--- src/rtl/synth_cfg_pkg.sv ---
// Shared constants and types for the synthesizer configuration bank
package synth_cfg_pkg;
    localparam int ADDR_W = 8;
    localparam int DATA_W = 8;
    localparam int FRAC_W = 25;
    localparam int INT_W  = 12;
    localparam int PUMP_W = 4;
    localparam int RDIV_W = 5;
    localparam int RATIO_W = 6;
    localparam int LEVEL_W = 16;
    localparam int SEL_W  = 4;

    // Register byte addresses
    localparam logic [ADDR_W-1:0] ADDR_FRAC0  = 8'h00;
    localparam logic [ADDR_W-1:0] ADDR_FRAC1  = 8'h01;
    localparam logic [ADDR_W-1:0] ADDR_FRAC2  = 8'h02;
    localparam logic [ADDR_W-1:0] ADDR_FRAC3  = 8'h03;
    localparam logic [ADDR_W-1:0] ADDR_RDIVEN = 8'h05;
    localparam logic [ADDR_W-1:0] ADDR_INTLO  = 8'h06;
    localparam logic [ADDR_W-1:0] ADDR_INTHI  = 8'h07;
    localparam logic [ADDR_W-1:0] ADDR_PUMP   = 8'h09;
    localparam logic [ADDR_W-1:0] ADDR_REFCTL = 8'h0A;

    // Field positions
    localparam int RDIVEN_BIT  = 4;
    localparam int HALVER_BIT  = 6;
    localparam int DOUBLER_BIT = 5;

    // Reset values and decode figures
    localparam logic [DATA_W-1:0]  BYTE_ZERO     = 8'h00;
    localparam logic [RDIV_W-1:0]  RDIV_ZERO     = 5'h00;
    localparam logic [RATIO_W-1:0] RATIO_ZERO_CODE = 6'h20;
    localparam logic [RATIO_W-1:0] RATIO_BYPASS  = 6'h01;
    localparam logic [LEVEL_W-1:0] PUMP_STEP_100NA = 16'h0C35;
    localparam logic [LEVEL_W-1:0] LEVEL_ONE     = 16'h0001;

    // Test output selector codes
    typedef enum logic [SEL_W-1:0] {
        SEL_HIGHZ    = 4'b0000,
        SEL_HIGH     = 4'b0001,
        SEL_LOW      = 4'b0010,
        SEL_REF_HALF = 4'b1101,
        SEL_FB_HALF  = 4'b1110
    } test_sel_t;

    // Buffered configuration set, shadow and active copies share it
    typedef struct packed {
        logic [FRAC_W-1:0] frac;
        logic [INT_W-1:0]  integ;
        logic [PUMP_W-1:0] pump;
        logic              rdiv_en;
        logic [RDIV_W-1:0] rdiv;
        logic              halver;
        logic              doubler;
    } cfg_t;

    localparam cfg_t CFG_RESET = '0;

    // Host register access group
    typedef struct packed {
        logic              wr;
        logic              rd;
        logic [ADDR_W-1:0] addr;
        logic [DATA_W-1:0] wdata;
    } reg_req_t;
endpackage : synth_cfg_pkg

--- src/rtl/test_output_mux.sv ---
// Test output pin selector with halved reference and feedback clocks
`timescale 1ns/1ps
module test_output_mux (
    input  wire logic                            sys_clk,
    input  wire logic                            rst,
    input  wire logic [synth_cfg_pkg::SEL_W-1:0] sel,
    input  wire logic                            ref_clk_in,
    input  wire logic                            feedback_divider_clock,
    output logic                                 test_out,
    output logic                                 test_out_oe
);
    import synth_cfg_pkg::*;

    typedef struct packed {
        logic ref_d;
        logic fb_d;
        logic ref_half;
        logic fb_half;
        logic pin;
        logic oe;
    } mux_state_t;

    mux_state_t state_ff;
    mux_state_t nxt_state;

    // Halved clocks toggle on sampled rising edges; inputs are synchronous
    always_comb begin
        nxt_state = state_ff;
        nxt_state.ref_d = ref_clk_in;
        nxt_state.fb_d  = feedback_divider_clock;
        if (ref_clk_in && !state_ff.ref_d) begin
            nxt_state.ref_half = !state_ff.ref_half;
        end
        if (feedback_divider_clock && !state_ff.fb_d) begin
            nxt_state.fb_half = !state_ff.fb_half;
        end
        // Unlisted codes float the pin rather than guess a source
        case (sel)
            SEL_HIGH: begin
                nxt_state.pin = 1'b1;
                nxt_state.oe  = 1'b1;
            end
            SEL_LOW: begin
                nxt_state.pin = 1'b0;
                nxt_state.oe  = 1'b1;
            end
            SEL_REF_HALF: begin
                nxt_state.pin = nxt_state.ref_half;
                nxt_state.oe  = 1'b1;
            end
            SEL_FB_HALF: begin
                nxt_state.pin = nxt_state.fb_half;
                nxt_state.oe  = 1'b1;
            end
            default: begin
                nxt_state.pin = 1'b0;
                nxt_state.oe  = 1'b0;
            end
        endcase
    end

    // State register
    always_ff @(posedge sys_clk) begin
        if (rst) begin
            state_ff <= '0;
        end else begin
            state_ff <= nxt_state;
        end
    end

    assign test_out    = state_ff.pin;
    assign test_out_oe = state_ff.oe;
endmodule : test_output_mux

--- src/rtl/synth_divider_config_bank.sv ---
// Double-buffered configuration register bank of the fractional-N synthesizer
`timescale 1ns/1ps
module synth_divider_config_bank (
    input  wire logic                              sys_clk,
    input  wire logic                              rst,
    input  wire synth_cfg_pkg::reg_req_t           reg_req,
    output logic [synth_cfg_pkg::DATA_W-1:0]       reg_rdata,
    output logic                                   reg_rvalid,
    output logic [synth_cfg_pkg::FRAC_W-1:0]       frac_word,
    output logic [synth_cfg_pkg::INT_W-1:0]        int_word,
    output logic [synth_cfg_pkg::PUMP_W-1:0]       pump_code,
    output logic [synth_cfg_pkg::LEVEL_W-1:0]      pump_level_100na,
    output logic                                   ref_div_enable,
    output logic [synth_cfg_pkg::RDIV_W-1:0]       ref_div_code,
    output logic [synth_cfg_pkg::RATIO_W-1:0]      ref_div_ratio,
    output logic                                   ref_halver_en,
    output logic                                   ref_doubler_en,
    output logic                                   cfg_update,
    input  wire logic                              ref_clk_in,
    input  wire logic                              feedback_divider_clock,
    output logic                                   test_out,
    output logic                                   test_out_oe
);
    import synth_cfg_pkg::*;

    typedef struct packed {
        cfg_t               shadow;
        cfg_t               active;
        logic [SEL_W-1:0]   test_sel;
        logic [DATA_W-1:0]  rdata;
        logic               rvalid;
        logic               update;
        logic [LEVEL_W-1:0] level;
        logic [RATIO_W-1:0] ratio;
    } bank_state_t;

    bank_state_t state_ff;
    bank_state_t nxt_state;

    // Shadow update, commit on byte zero, readback and derived decodes
    always_comb begin
        nxt_state        = state_ff;
        nxt_state.update = 1'b0;
        nxt_state.rvalid = reg_req.rd;
        // Readback shows shadow contents; reserved bits and holes read zero
        nxt_state.rdata  = BYTE_ZERO;
        if (reg_req.rd) begin
            case (reg_req.addr)
                ADDR_FRAC0:  nxt_state.rdata = state_ff.shadow.frac[7:0];
                ADDR_FRAC1:  nxt_state.rdata = state_ff.shadow.frac[15:8];
                ADDR_FRAC2:  nxt_state.rdata = state_ff.shadow.frac[23:16];
                ADDR_FRAC3:  nxt_state.rdata = {7'h00, state_ff.shadow.frac[24]};
                ADDR_RDIVEN: begin
                    nxt_state.rdata = BYTE_ZERO;
                    nxt_state.rdata[RDIVEN_BIT] = state_ff.shadow.rdiv_en;
                end
                ADDR_INTLO:  nxt_state.rdata = state_ff.shadow.integ[7:0];
                ADDR_INTHI:  nxt_state.rdata = {state_ff.test_sel,
                                                state_ff.shadow.integ[11:8]};
                ADDR_PUMP:   nxt_state.rdata = {state_ff.shadow.pump, 4'h0};
                ADDR_REFCTL: nxt_state.rdata = {1'b0, state_ff.shadow.halver,
                                                state_ff.shadow.doubler,
                                                state_ff.shadow.rdiv};
                default:     nxt_state.rdata = BYTE_ZERO;
            endcase
        end
        // Reserved bit writes are dropped, so a careless host cannot set them
        if (reg_req.wr) begin
            case (reg_req.addr)
                ADDR_FRAC0:  nxt_state.shadow.frac[7:0]   = reg_req.wdata;
                ADDR_FRAC1:  nxt_state.shadow.frac[15:8]  = reg_req.wdata;
                ADDR_FRAC2:  nxt_state.shadow.frac[23:16] = reg_req.wdata;
                ADDR_FRAC3:  nxt_state.shadow.frac[24]    = reg_req.wdata[0];
                ADDR_RDIVEN: nxt_state.shadow.rdiv_en = reg_req.wdata[RDIVEN_BIT];
                ADDR_INTLO:  nxt_state.shadow.integ[7:0]  = reg_req.wdata;
                ADDR_INTHI: begin
                    nxt_state.shadow.integ[11:8] = reg_req.wdata[3:0];
                    nxt_state.test_sel           = reg_req.wdata[7:4];
                end
                ADDR_PUMP:   nxt_state.shadow.pump = reg_req.wdata[7:4];
                ADDR_REFCTL: begin
                    nxt_state.shadow.halver  = reg_req.wdata[HALVER_BIT];
                    nxt_state.shadow.doubler = reg_req.wdata[DOUBLER_BIT];
                    nxt_state.shadow.rdiv    = reg_req.wdata[4:0];
                end
                default: ;
            endcase
            // Commit includes the byte being written in this same cycle
            if (reg_req.addr == ADDR_FRAC0) begin
                nxt_state.active = nxt_state.shadow;
                nxt_state.update = 1'b1;
            end
        end
        // Pump level in 100 nA units: (code + 1) steps of 312.5 uA
        nxt_state.level = LEVEL_W'(({12'h000, nxt_state.active.pump} + LEVEL_ONE)
                                   * PUMP_STEP_100NA);
        // Effective divider ratio; code zero means the full 32
        if (!nxt_state.active.rdiv_en) begin
            nxt_state.ratio = RATIO_BYPASS;
        end else if (nxt_state.active.rdiv == RDIV_ZERO) begin
            nxt_state.ratio = RATIO_ZERO_CODE;
        end else begin
            nxt_state.ratio = {1'b0, nxt_state.active.rdiv};
        end
    end

    // State register; all buffered fields default to zero
    always_ff @(posedge sys_clk) begin
        if (rst) begin
            state_ff        <= '0;
            state_ff.shadow <= CFG_RESET;
            state_ff.active <= CFG_RESET;
            state_ff.level  <= PUMP_STEP_100NA;
            state_ff.ratio  <= RATIO_BYPASS;
        end else begin
            state_ff <= nxt_state;
        end
    end

    // Outputs straight from the state register
    assign reg_rdata        = state_ff.rdata;
    assign reg_rvalid       = state_ff.rvalid;
    assign frac_word        = state_ff.active.frac;
    assign int_word         = state_ff.active.integ;
    assign pump_code        = state_ff.active.pump;
    assign pump_level_100na = state_ff.level;
    assign ref_div_enable   = state_ff.active.rdiv_en;
    assign ref_div_code     = state_ff.active.rdiv;
    assign ref_div_ratio    = state_ff.ratio;
    assign ref_halver_en    = state_ff.active.halver;
    assign ref_doubler_en   = state_ff.active.doubler;
    assign cfg_update       = state_ff.update;

    // Test pin follows the selector live; it is not double-buffered
    test_output_mux u_test_mux (
        .sys_clk                (sys_clk),
        .rst                    (rst),
        .sel                    (state_ff.test_sel),
        .ref_clk_in             (ref_clk_in),
        .feedback_divider_clock (feedback_divider_clock),
        .test_out               (test_out),
        .test_out_oe            (test_out_oe)
    );
endmodule : synth_divider_config_bank

--- config.mk ---
export PLATFORM = sky130hd
export DESIGN_NAME = synth_divider_config_bank
export DESIGN_NICKNAME = d
export VERILOG_FILES = /design/src/rtl/synth_cfg_pkg.sv /design/src/rtl/test_output_mux.sv /design/src/rtl/synth_divider_config_bank.sv
export SDC_FILE = /design/constraint.sdc
export NUM_CORES = 1
export LEC_CHECK = 0
export BUFFER_PORTS_ARGS = -buffer_cell sky130_fd_sc_hd__buf_2
export CORE_ASPECT_RATIO = 0.8
export CORE_MARGIN = 4
export CORE_UTILIZATION = 44
export DETAILED_ROUTE_END_ITERATION = 12
export GPL_ROUTABILITY_DRIVEN = 0
export GPL_TIMING_DRIVEN = 0
export HOLD_SLACK_MARGIN = 0.08
export SETUP_SLACK_MARGIN = 0.3
export SYNTH_ARGS = -nofsm -noshare
export SYNTH_HDL_FRONTEND = slang
export SYNTH_SLANG_ARGS = --single-unit
--- constraint.sdc ---
create_clock -name sys_clk -period 11.21 [get_ports sys_clk]
set_clock_uncertainty 0.15 [all_clocks]
set_input_delay 2.242 -clock sys_clk [delete_from_list [all_inputs] [get_ports sys_clk]]
set_output_delay 2.242 -clock sys_clk [all_outputs]
set_load 0.005 [all_outputs]
* Word level (Yosys, flattened, before mapping)
Index checks and enable logic that the tools add are counted.
** Word-level totals
- Word-level logic and storage cells :: 76
- Input bits :: 22
- Register bits :: 140
** Cells by class
- $add $sub $neg :: 1
- Reductions and logical operators :: 14
- Muxes and demuxes :: 18
- Equal/unequal tests :: 12
- Bitwise operators :: 3
- Multipliers :: 1
** Operators by type and width (count)
- one-hot mux 8 bit (9 select lines) :: 1
- two-way mux 8 bit :: 4
- == test 8 x 3 -> 1 bit (second input constant) :: 3
- == test 8 x 2 -> 1 bit (second input constant) :: 2
- == test 8 x 4 -> 1 bit (second input constant) :: 2
- multiplier 5 x 12 -> 16 bit (second input constant) :: 1
- two-way mux 16 bit :: 1
- two-way mux 12 bit :: 1
- two-way mux 4 bit :: 3
- == test 4 bit (second input constant) :: 2
- == test 8 x 1 -> 1 bit (second input constant) :: 1
- zero test 8 bit :: 1
- one-hot mux 2 bit (4 select lines) :: 1
- two-way mux 7 bit :: 1
- two-way mux 6 bit :: 1
- OR reduction 2 bit :: 3
- adder 4 x 1 -> 5 bit (second input constant) :: 1
- zero test 5 bit :: 1
- two-way mux 1 bit :: 5
- == test 4 x 1 -> 1 bit (second input constant) :: 1
- == test 4 x 2 -> 1 bit (second input constant) :: 1
- zero test 1 bit :: 4
- AND reduction 2 bit :: 2
- NOT 1 bit :: 3
- other kinds (2) :: 3

* Logic depth before layout (Yosys ltp)
Gate-level depths: netlist (run 1).
- Depth after elaboration :: 6
- Mapped depth :: 22
- Gate-level depth less buffers :: 19

* Hierarchy
Synthesis (run 1) repeated with hierarchy kept, for this count alone.
** Unflattened totals
- Cell total of the unflattened synthesis :: 803
- Area, all modules :: 6894.1 um^2
** By module, submodules not included
- synth_divider_config_bank :: cells each 780, area an instance 6648.9 um^2, times used 1, sequential area each 2682.6 um^2
- test_output_mux :: cells each 23, area an instance 245.2 um^2, times used 1, sequential area each 120.1 um^2

* Worst setup path before layout (run 1)
Ideal clock, no wire load.
- Path kind :: input-to-reg
- Start point :: input port reg_req[11] (netlist bit)
- End point :: register state_ff, in the netlist pump_level_100na[13]
- Required time :: 10.932 ns
- Path slack :: 4.218 ns
- Arrival time :: 6.715 ns
- Library setup time :: 0.128 ns
- Cell stages on the path :: 21
- Path through :: buf_2 nor4_2 and3_1 clkbuf_1 clkbuf_1 nor2_1 a31o_2 inv_1 ha_1 o21ai_0 a211oi_1 ha_1 xnor2_1 ha_1 ha_1 ha_1 a211oi_1 o211ai_1 a41oi_1 xor2_1 nor2_1
** RTL lines
- from (decl) :: RTL line synth_divider_config_bank.sv:6 : input wire synth_cfg_pkg::reg_req_t reg_req,
- to (signal assigned) :: RTL line synth_divider_config_bank.sv:116 : state_ff <= nxt_state;
- to (decl) :: RTL line synth_divider_config_bank.sv:37 : bank_state_t state_ff;

==> results of run 1 <==
[cell usage in the layout (no fill, tap or decap), drive strengths merged, types with 3 or more instances in the layout]
| cell | count |
|---|---|
| o21ai | 13 |
| nand4 | 4 |
| mux2i | 37 |
| xor2 | 5 |
| nor2b | 15 |
| nor4b | 3 |
| a211oi | 30 |
| and4 | 4 |
| nor3 | 7 |
| nor2 | 62 |
| inv | 15 |
| a222oi | 3 |
| nor4 | 3 |
| buf | 194 |
| and3 | 4 |
| dfxtp | 140 |
| clkinvlp | 3 |
| clkbuf | 64 |
| and2 | 5 |
| a21oi | 71 |
| nand3 | 43 |
| a311oi | 9 |
| xnor2 | 9 |
| nand2b | 5 |
| ha | 32 |
| bufinv | 4 |
| a21o | 5 |
| a22oi | 5 |
| clkinv | 3 |
| a31oi | 15 |
| nand2 | 120 |
[power groups by stage]
stage,sequential (µW),clock (µW),combinational [µW]
after floorplan,512,0,25.2
after global placement,512,0,45.3
after CTS,501,621,45.6
after detailed placement,512,0,45.4
after global routing,501,644,49.8
final,501,614,46.8
[worst register-to-register path, delay by kind of cell (launching register included)]
family	cells	cell delay, ns
AO/OA/AOI/OAI	6	1.85
AND/OR/NAND/NOR	1	0.05
flip-flops	1	0.38
buffers and inverters	1	0.16
adder cells (fa/ha/maj)	5	1.39
XOR/XNOR	2	0.29
multiplexers	1	0.09
[metal layers]
| layer | GRT usage (%) | up-vias | part of all wire [%] |
|---|---|---|---|
| met1 | 33.2 | 2906 | 47 |
| met3 | 5.97 | 33 | 8.7 |
| met5 | 0 | - | 0 |
| met2 | 33.1 | 278 | 42 |
| li1 | - | 3067 | - |
| met4 | 7.26 | 0 | 1.8 |
[worst max path at each step]
stage,from,to,slack (ns)
CTS,reg_req[9],pump_level_100na[13],3.66
detailed placement,reg_req[9],pump_level_100na[13],3.26
finish,reg_req[9],pump_level_100na[13],3.64
floorplan,reg_req[11],pump_level_100na[13],4.22
global route,reg_req[9],pump_level_100na[13],3.15
global placement,reg_req[15],pump_level_100na[13],3.25
[flip-flops by register name (all words and copies together), names as in the netlist]
name,cells
cfg_update,1
ref_div_ratio,6
u_test_mux.state_ff,4
reg_rdata,8
reg_rvalid,1
pump_level_100na,16
frac_word,25
state_ff,53
ref_halver_en,1
u_test_mux.test_out_oe,1
int_word,12
pump_code,4
ref_div_code,5
ref_doubler_en,1
u_test_mux.test_out,1
ref_div_enable,1
[cells by family (layout without fill, tap and decap cells)]
| kind of cell | after synthesis | in the layout |
|---|---|---|
| simple gates | 286 | 286 |
| compound gates | 172 | 172 |
| buf+inv | 148 | 283 |
| flops | 140 | 140 |
| mux | 37 | 37 |
| fa+ha+maj | 33 | 33 |
| xor+xnor | 14 | 14 |
[through the flow]
stage	cell area (µm²)	setup WS, ns	power (µW)
after floorplan	7020	4.22	537
after global placement	7800	3.25	557
after detailed placement	7800	3.26	557
after CTS	8450	3.66	1170
after global routing	8450	3.15	1190
final	8450	3.64	1160
[cell type report]
cell class              count  area share, %
multi-input cells         542           39.8
well taps                 215           3.19
clock buffers              20           5.41
clock inverters            12           2.21
plain buffers             135           9.54
repair buffers            103           6.10
flip-flops and latches    140           33.2
inverters                  13          0.578
==> results.md, run 1 <==
- Status: finished clean
- Largest family of logic cells by synthesized area: simple AND/OR/NAND/NOR gates
- RR Startpoint: state_ff[93]
- Die H: ~120 µm
- Fill cells: 1537
- Max Slew Vio Count: 0
- Num rows: around 40
- Root buffer cell: clkbuf_16
- Slew headroom: 40.9%
- Syn-to-layout area delta: 20.3%
- Drt total wl: between 20000 and 25000 µm
- Antenna Cells: 0
- Most frequent cell after synthesis: dfxtp_1
- Setup crit end kind: flop
- Synthesis Warnings: 0
- Synthesis-stage register bit count: 140
- Number of global-route vias before repair: around 5700
- Detailed Place HPWL: 14900 µm
- H-tree depth: 4
- Top cells by area, synth: dfxtp_1, buf_4, nand2_1
- Dpl cells: ~1100
- TritonCTS clock tree: done
- Setup violators final: 0
- Async set-reset flop share out of synthesis: 0%
- # IOs: around 110
- Crit path top cell by count: ha_1
- Clk buf depth: 2
- Post-Syn Instances: 830
- Power per cell area: approximately 140 nW/µm²
- Int Pwr: about 900 µW
- Synth unique cells: 57
- Seq. cell area: ~2800 µm²
- RSZ-0062 raised after global routing: no
- Reg power frac: 43.1%
- Hold Crit Start: frac_word[3]
- Multi-input gate area: 3360 µm²
- Tot GR Track Use: between 20% and 30%
- Vias post-DR: between 6000 and 7000
- Minimum clock period: about 7.6 ns
- Pin count of the biggest net entering global routing: 17
- Antenna violations before repair: 0
- Post-Route Utilization: between 50% and 60%
- Post-Synth Simple-Gate Area: 19.0%
- Global-route wire length before repair: ~32000 µm
- Synth Area in Compound Gates: between 10% and 20%
- DRC viols: 0
- Power share of the combinational group: under 10%
- Sw frac: around 23%
- Worst Path Class, Setup: in2reg
- PortBufs: between 100 and 150
- Final setup TNS: 0 ns
- Hold Crit Depth: 2
- Leak: between 0.003 and 0.004 µW
- Post-CTS sizing: 0
- FMAX: between 100 and 150 MHz
- Antenna-violating nets left: 0
- Maximum vdd ir drop: 0.100 mV
- Mapped Area: 7020 µm²
- Final Hold Viols: 0
- WL/cell: 17.4 µm
- Top FF cell, synth: dfxtp_1
- Starting Density: 44.7%
- TritonCTS sink count: 140
- Hold_ws: between 0.3 and 0.4 ns
- Fin cells: 1180
- Tcrit/Tclk final: 67.5%
- EDFF count, synth: 0
- Hold buffers post-CTS: 0
- CP required: about 11 ns
- Pre-antenna DRT Iters: 5
- Reg2reg setup slack: between 6 and 7 ns
- Fraction of layout cells with a size suffix above 1: between 20% and 30%
- Sw Pwr: between 200 and 300 µW
- XOR/XNOR Fraction of Synth Area: 1.75%
- Clk Latency, worst-skew pair: 0.42 ns
- Grt total ovfl: 0
- Synth top area share: about two fifths
- Hold Crit Class: reg2reg
- Die area: roughly 18000 µm²
- Post-CTS Setup Bufs: 0
- Core box area: about 16000 µm²
- Critical path cell sequence: buf_2 > clkbuf_1 > nor4_2 > and3_1 > clkbuf_1 > clkbuf_1 > nor2_1 > a31o_2 > inv_1 > ha_1 > o21ai_0 > a211oi_1 > ha_1 > xnor2_1 > ha_1 > ha_1 > ha_1 > a211oi_1 > o211ai_1 > a41oi_1 > xor2_1 > nor2_1
- Clk pwr share: a little over half
- Initial drt markers: around 570
- CP max stage cell: nor4_2
- Crit path depth: 22
- Dominant cell type by area after synthesis: dfxtp_1
- Worst path bufs/invs: 5
- Proportion of synthesized area in mux cells: roughly 5.3%
- Cts bufs inserted: 17
- Final Net Count: between 1000 and 1500
- Chip Width: about 150 µm
- Synth cell count leaders: dfxtp_1, nand2_1, buf_4, a21oi_1, nor2_1
- Syn Area/Cell: between 8 and 9 µm²
- Syn nets: 885
- RR Endpoint: pump_level_100na[13]
- Crit path arrival time: about 7.7 ns
- R2r worst-path depth: 16
- Vias per cell: 5.33
- CP max FO: 10
- Worst-path clk slew: approximately 0.06 ns
- Max cap viols: 0
- Nature of the critical path startpoint: input port
- Hold path endpoint: frac_word[3]
- Post-synthesis adder-cell area fraction: about 6.0%
- CP peak stage delay: 0.53 ns
- Delay-heaviest family, CP: compound AO/OA/AOI/OAI gates
- Worst slew pin tran: 0.880 ns
- Sequential share of the synthesized area: 39.9%
(Power assumes the default switching activity.)
==> inputs of run 2 (changes only) <==
Settings changed: PLACE_DENSITY set to 0.67.
Clock period 11.21 ns to 6.1 ns, I/O delays scaled along.
==> run 2 against run 1 <==
Net effect:
- hold slack about the same
- first-iteration DRC count up 6.5%
- sequential power up 84%
- total power up 75%
- non-clock buffer count up 2
- cell count up 0.17%
- clock power up 66%
- global-route usage down 0.077 points
- critical path type unchanged
- largest cell class unchanged
- largest power group unchanged
==> results.md, run 2 (synthesis results as in run 1) <==
- Final Net Count: 1009
- Worst slew pin tran: 0.918 ns
- Max Slew Vio Count: 0
- Pin count of the biggest net entering global routing: 17
- Tot GR Track Use: 22.8%
- Max cap viols: 0
- Hold_ws: 0.308 ns
- Fill cells: between 1500 and 2000
- Chip Width: roughly 150 µm
- Final Hold Viols: 0
- TritonCTS sink count: 140
- Vias post-DR: 6349
- Worst-path clk slew: 0.06 ns
- Detailed Place HPWL: roughly 15000 µm
- Slew headroom: a little under two fifths
- # IOs: approximately 110
- Antenna violations before repair: 0
- Initial drt markers: ~600
- Hold buffers post-CTS: 0
- Most flop-heavy register: state_ff
- Syn-to-layout area delta: 20.8%
- Number of global-route vias before repair: between 6000 and 7000
- Die H: around 120 µm
- Clk buf depth: 2
- Seq. cell area: ~2800 µm²
- Vias per cell: around 5.4
- Fraction of layout cells with a size suffix above 1: between 20% and 30%
- FMAX: around 180 MHz
- RSZ-0062 raised after global routing: no
- Multi-input gate area: roughly 3400 µm²
- Minimum clock period: roughly 5.5 ns
- Nature of the critical path startpoint: input port
- Maximum vdd ir drop: ~0.2 mV
- DRC viols: 0
- Num rows: 41
- Core box area: 15700 µm²
- TritonCTS clock tree: done
- Max reg flops: 53
- Root buffer cell: clkbuf_16
- Antenna Cells: 0
- Power per cell area: ~240 nW/µm²
- WL/cell: around 17 µm
- Antenna-violating nets left: 0
- Pre-antenna DRT Iters: 7
- Commonest non-fill, non-tap cell in the layout: dfxtp_1
- Setup violators final: 0
- CP max FO: 10
- Global-route wire length before repair: between 30000 and 40000 µm
- Status: finished clean
- PortBufs: approximately 100
- Die area: 18000 µm²
- Worst Path Class, Setup: in2reg
- Leak: roughly 0.0035 µW
- CP required: between 6 and 7 ns
- Clk Latency, worst-skew pair: between 0.4 and 0.5 ns
- Hold Crit Class: reg2reg
- Cts bufs inserted: 17
- Tcrit/Tclk final: around 91%
- Starting Density: 44.7%
- Setup crit end kind: flop
- H-tree depth: 4
- Drt total wl: slightly above 20000 µm
- Crit path arrival time: ~5.7 ns
- Grt total ovfl: 0
- Total power draw: around 2000 µW
- Commonest cells after routing, fill and taps aside: dfxtp_1, nand2_1, buf_2
-- run 2: final cells by class --
class	count	share of cell area, %
multi-input cells	542	40.3
well taps	215	3.17
clock inverters	10	1.34
flip-flops and latches	140	33.1
repair buffers	105	6.26
plain buffers	135	9.64
clock buffers	22	5.59
inverters	13	0.576
-- run 2: final timing paths --
| path | start | end | slack, ns | cells past startpoint |
|---|---|---|---|---|
| setup / recovery | reg_req[11] | pump_level_100na[13] | 0.57 | 22 |
| setup reg to reg | state_ff[93] | pump_level_100na[13] | 2.04 | 16 |
| hold / removal | frac_word[2] | frac_word[2] | 0.31 | 2 |
| hold reg to reg | frac_word[2] | frac_word[2] | 0.31 | 2 |
-- run 2: stage by stage --
step	utilization (%)	instance area (µm²)	instances	TNS, ns	setup WS (ns)
after floorplan	-	7020	830	0	0.327
after global placement	49.7	7810	1148	-2.31	-0.495
after detailed placement	49.7	7810	1148	-2.99	-0.578
after CTS	53.8	8440	1181	0	0.400
after global routing	54.0	8480	1182	0	0.282
final	54.0	8480	1182	0	0.572
-- run 2: report_power, final --
group	switching [µW]	internal, µW
combinational	62.8	23.6
sequential	1.81	919
clock	388	634
-- run 2: timing repair --
action / 4_1_cts / 5_1_grt
buffers inserted: 1 / 1
gates resized for setup: 7 / 13
pin swaps: 1 / 3
setup endpoints to repair: 7 / 5
-- run 2: worst max-delay path: stages --
cell,delay (ns)
buf_2,0.13
buf_2,0.19
nor4_4,0.37
and3_1,0.20
clkbuf_2,0.20
buf_6,0.17
nor2_1,0.05
a31o_2,0.23
inv_1,0.08
ha_1,0.20
o21ai_0,0.12
a211oi_2,0.22
ha_1,0.26
xnor2_1,0.14
ha_1,0.25
ha_1,0.27
ha_1,0.37
a211oi_2,0.30
o211ai_1,0.23
a41oi_2,0.24
xor2_1,0.16
nor2_1,0.05
-- run 2: layer usage --
metal  wire (µm)  global-route usage [%]
met5           0                       0
met4         444                    8.18
met3        1780                    5.49
met2        8450                    32.9
met1        9470                    33.1
==> inputs of run 3 (changes only) <==
Settings changed: CORE_UTILIZATION 44 to 45, PLACE_DENSITY 0.67 to 0.68.
==> run 3 against run 2 <==
Net effect:
- routed wire length is 0.85% lower
- critical path depth is 1 higher
- total power is 2.6% higher
- non-clock buffer count is 5 higher
- sequential share of layout area is 0.19 points lower
- highest routed layer unchanged
==> results.md, run 3 (synthesis results as in run 1) <==
- Vias post-DR: between 6000 and 7000
- Critical path cell sequence: buf_2 > buf_2 > nor4_4 > and3_1 > clkbuf_2 > buf_6 > nor2_1 > a31o_2 > inv_1 > ha_1 > o21ai_0 > a211oi_2 > buf_4 > ha_1 > xnor2_1 > ha_1 > ha_1 > ha_1 > a211oi_2 > o211ai_1 > a41oi_2 > xor2_1 > nor2_1
- Worst slew pin tran: between 0.9 and 1 ns
- Seq. cell area: roughly 2800 µm²
- TritonCTS sink count: 140
- Root buffer cell: clkbuf_16
- Most flop-heavy register: state_ff
- Chip Width: around 150 µm
- TritonCTS clock tree: done
- RR Endpoint: pump_level_100na[13]
- Antenna violations before repair: 0
- WL/cell: 16.9 µm
- Crit path arrival time: ~5.7 ns
- Antenna-violating nets left: 0
- Grt total ovfl: 0
- Maximum vdd ir drop: 0.204 mV
- CP max FO: 10
- Final setup TNS: 0 ns
- DRC viols: 0
- Pin count of the biggest net entering global routing: 17
- Antenna Cells: 0
- Dpl cells: around 1100
- PortBufs: slightly above 100
- Vias per cell: ~5.4
- CP peak stage delay: about 0.36 ns
- Final Hold Viols: 0
- Fin cells: roughly 1200
- Max Slew Vio Count: 0
- Post-Route Utilization: a little under three fifths
- FMAX: roughly 180 MHz
- # IOs: between 100 and 150
- Die H: approximately 120 µm
- Nature of the critical path startpoint: input port
- Commonest cells after routing, fill and taps aside: dfxtp_1, nand2_1, buf_2
- Clk buf depth: 2
- Drt total wl: roughly 20000 µm
- Num rows: 40
- Worst-path clk slew: 0.06 ns
- Core box area: roughly 15000 µm²
- Syn-to-layout area delta: 21.5%
- Slew headroom: a little over a third
- R2r worst-path depth: 17
- Hold Crit Class: reg2reg
- Die area: ~18000 µm²
- CP max stage cell: ha_1
- Crit path top cell by count: ha_1
- H-tree depth: 4
- Starting Density: 46.3%
- Number of global-route vias before repair: roughly 6000
- Crit path depth: 23
- Leak: approximately 0.0035 µW
- Multi-input gate area: around 3400 µm²
- Clk Latency, worst-skew pair: around 0.43 ns
- Commonest non-fill, non-tap cell in the layout: dfxtp_1
- Fraction of layout cells with a size suffix above 1: around 25%
- Max reg flops: between 50 and 60
- Setup crit end kind: flop
- Hold path endpoint: frac_word[2]
- Fill cells: ~1500
- Hold Crit Depth: 2
- Delay-heaviest family, CP: compound AO/OA/AOI/OAI gates
- Initial drt markers: slightly above 800
- Final Net Count: 1014
- Worst Path Class, Setup: in2reg
- Minimum clock period: 5.52 ns
- Max cap viols: 0
- Pre-antenna DRT Iters: 6
- Status: finished clean
- RSZ-0062 raised after global routing: no
- Tot GR Track Use: a little under a quarter
- CP required: 6.24 ns
- Hold buffers post-CTS: 0
- Global-route wire length before repair: roughly 32000 µm
- Tcrit/Tclk final: between 90% and 100%
- Detailed Place HPWL: about 15000 µm
- Setup violators final: 0
- Hold Crit Start: frac_word[2]
- Cts bufs inserted: 17
- RR Startpoint: state_ff[93]
- Worst path bufs/invs: 6
- Power per cell area: between 200 and 250 nW/µm²
- Reg2reg setup slack: ~2 ns
==> run 3: cell count changes in the layout (fill, tap and decap cells not counted), sizes merged <==
cell,delta
clkinv,-1
clkbuf,-3
clkinvlp,+1
inv,-1
buf,+5
bufinv,+2
==> run 3: worst max path at each step <==
| stage | from | end | slack (ns) |
|---|---|---|---|
| finish | reg_req[11] | pump_level_100na[13] | 0.58 |
| CTS | reg_req[11] | pump_level_100na[10] | 0.34 |
| global placement | reg_req[11] | pump_level_100na[13] | -0.48 |
| global route | reg_req[11] | pump_level_100na[13] | 0.31 |
| floorplan | reg_req[11] | pump_level_100na[13] | 0.33 |
| detailed placement | reg_req[11] | pump_level_100na[13] | -0.53 |
==> run 3: final cells by class <==
class	count	area share (%)
timing repair buffer	110	6.66
buffer	135	9.58
multi-input combinational	542	40.1
clock inverter	11	2.01
sequential	140	32.9
inverter	13	0.572
tap	210	3.08
clock buffer	19	5.08
==> run 3: what timing repair did <==
item	in CTS	in global routing
cloned	0	0
pin swaps	1	6
gates resized for setup	8	10
setup buffers	1	6
endpoints found under the setup margin	7	7
==> run 3: metal layers <==
layer / vias to the layer above / wire length [µm] / track usage (%)
met5: - / 0 / 0
li1: 3072 / - / -
met1: 2938 / 8990 / 32.6
met4: 0 / 420 / 7.10
met2: 318 / 8540 / 33.5
met3: 36 / 2020 / 5.85
==> run 3: metrics by stage <==
stage	worst slack, ns	hold slack (ns)	cell area, µm²	total power, µW
floorplan	0.327	0.286	7020	986
global placement	-0.480	0.298	7800	1020
detailed placement	-0.534	0.298	7800	1020
CTS	0.340	0.306	8450	2090
global route	0.309	0.327	8520	2150
finish	0.579	0.303	8520	2080
==> run 3: worst min-delay path: stages (launching register included) <==
cell	delay [ns]
dfxtp_1	0.30
nand2_1	0.05
a21oi_1	0.05
==> run 3: power breakdown <==
part           switching, µW  internal [µW]
Combinational           62.3           24.6
Sequential              1.83            919
Clock                    397            679
Total                    461           1620
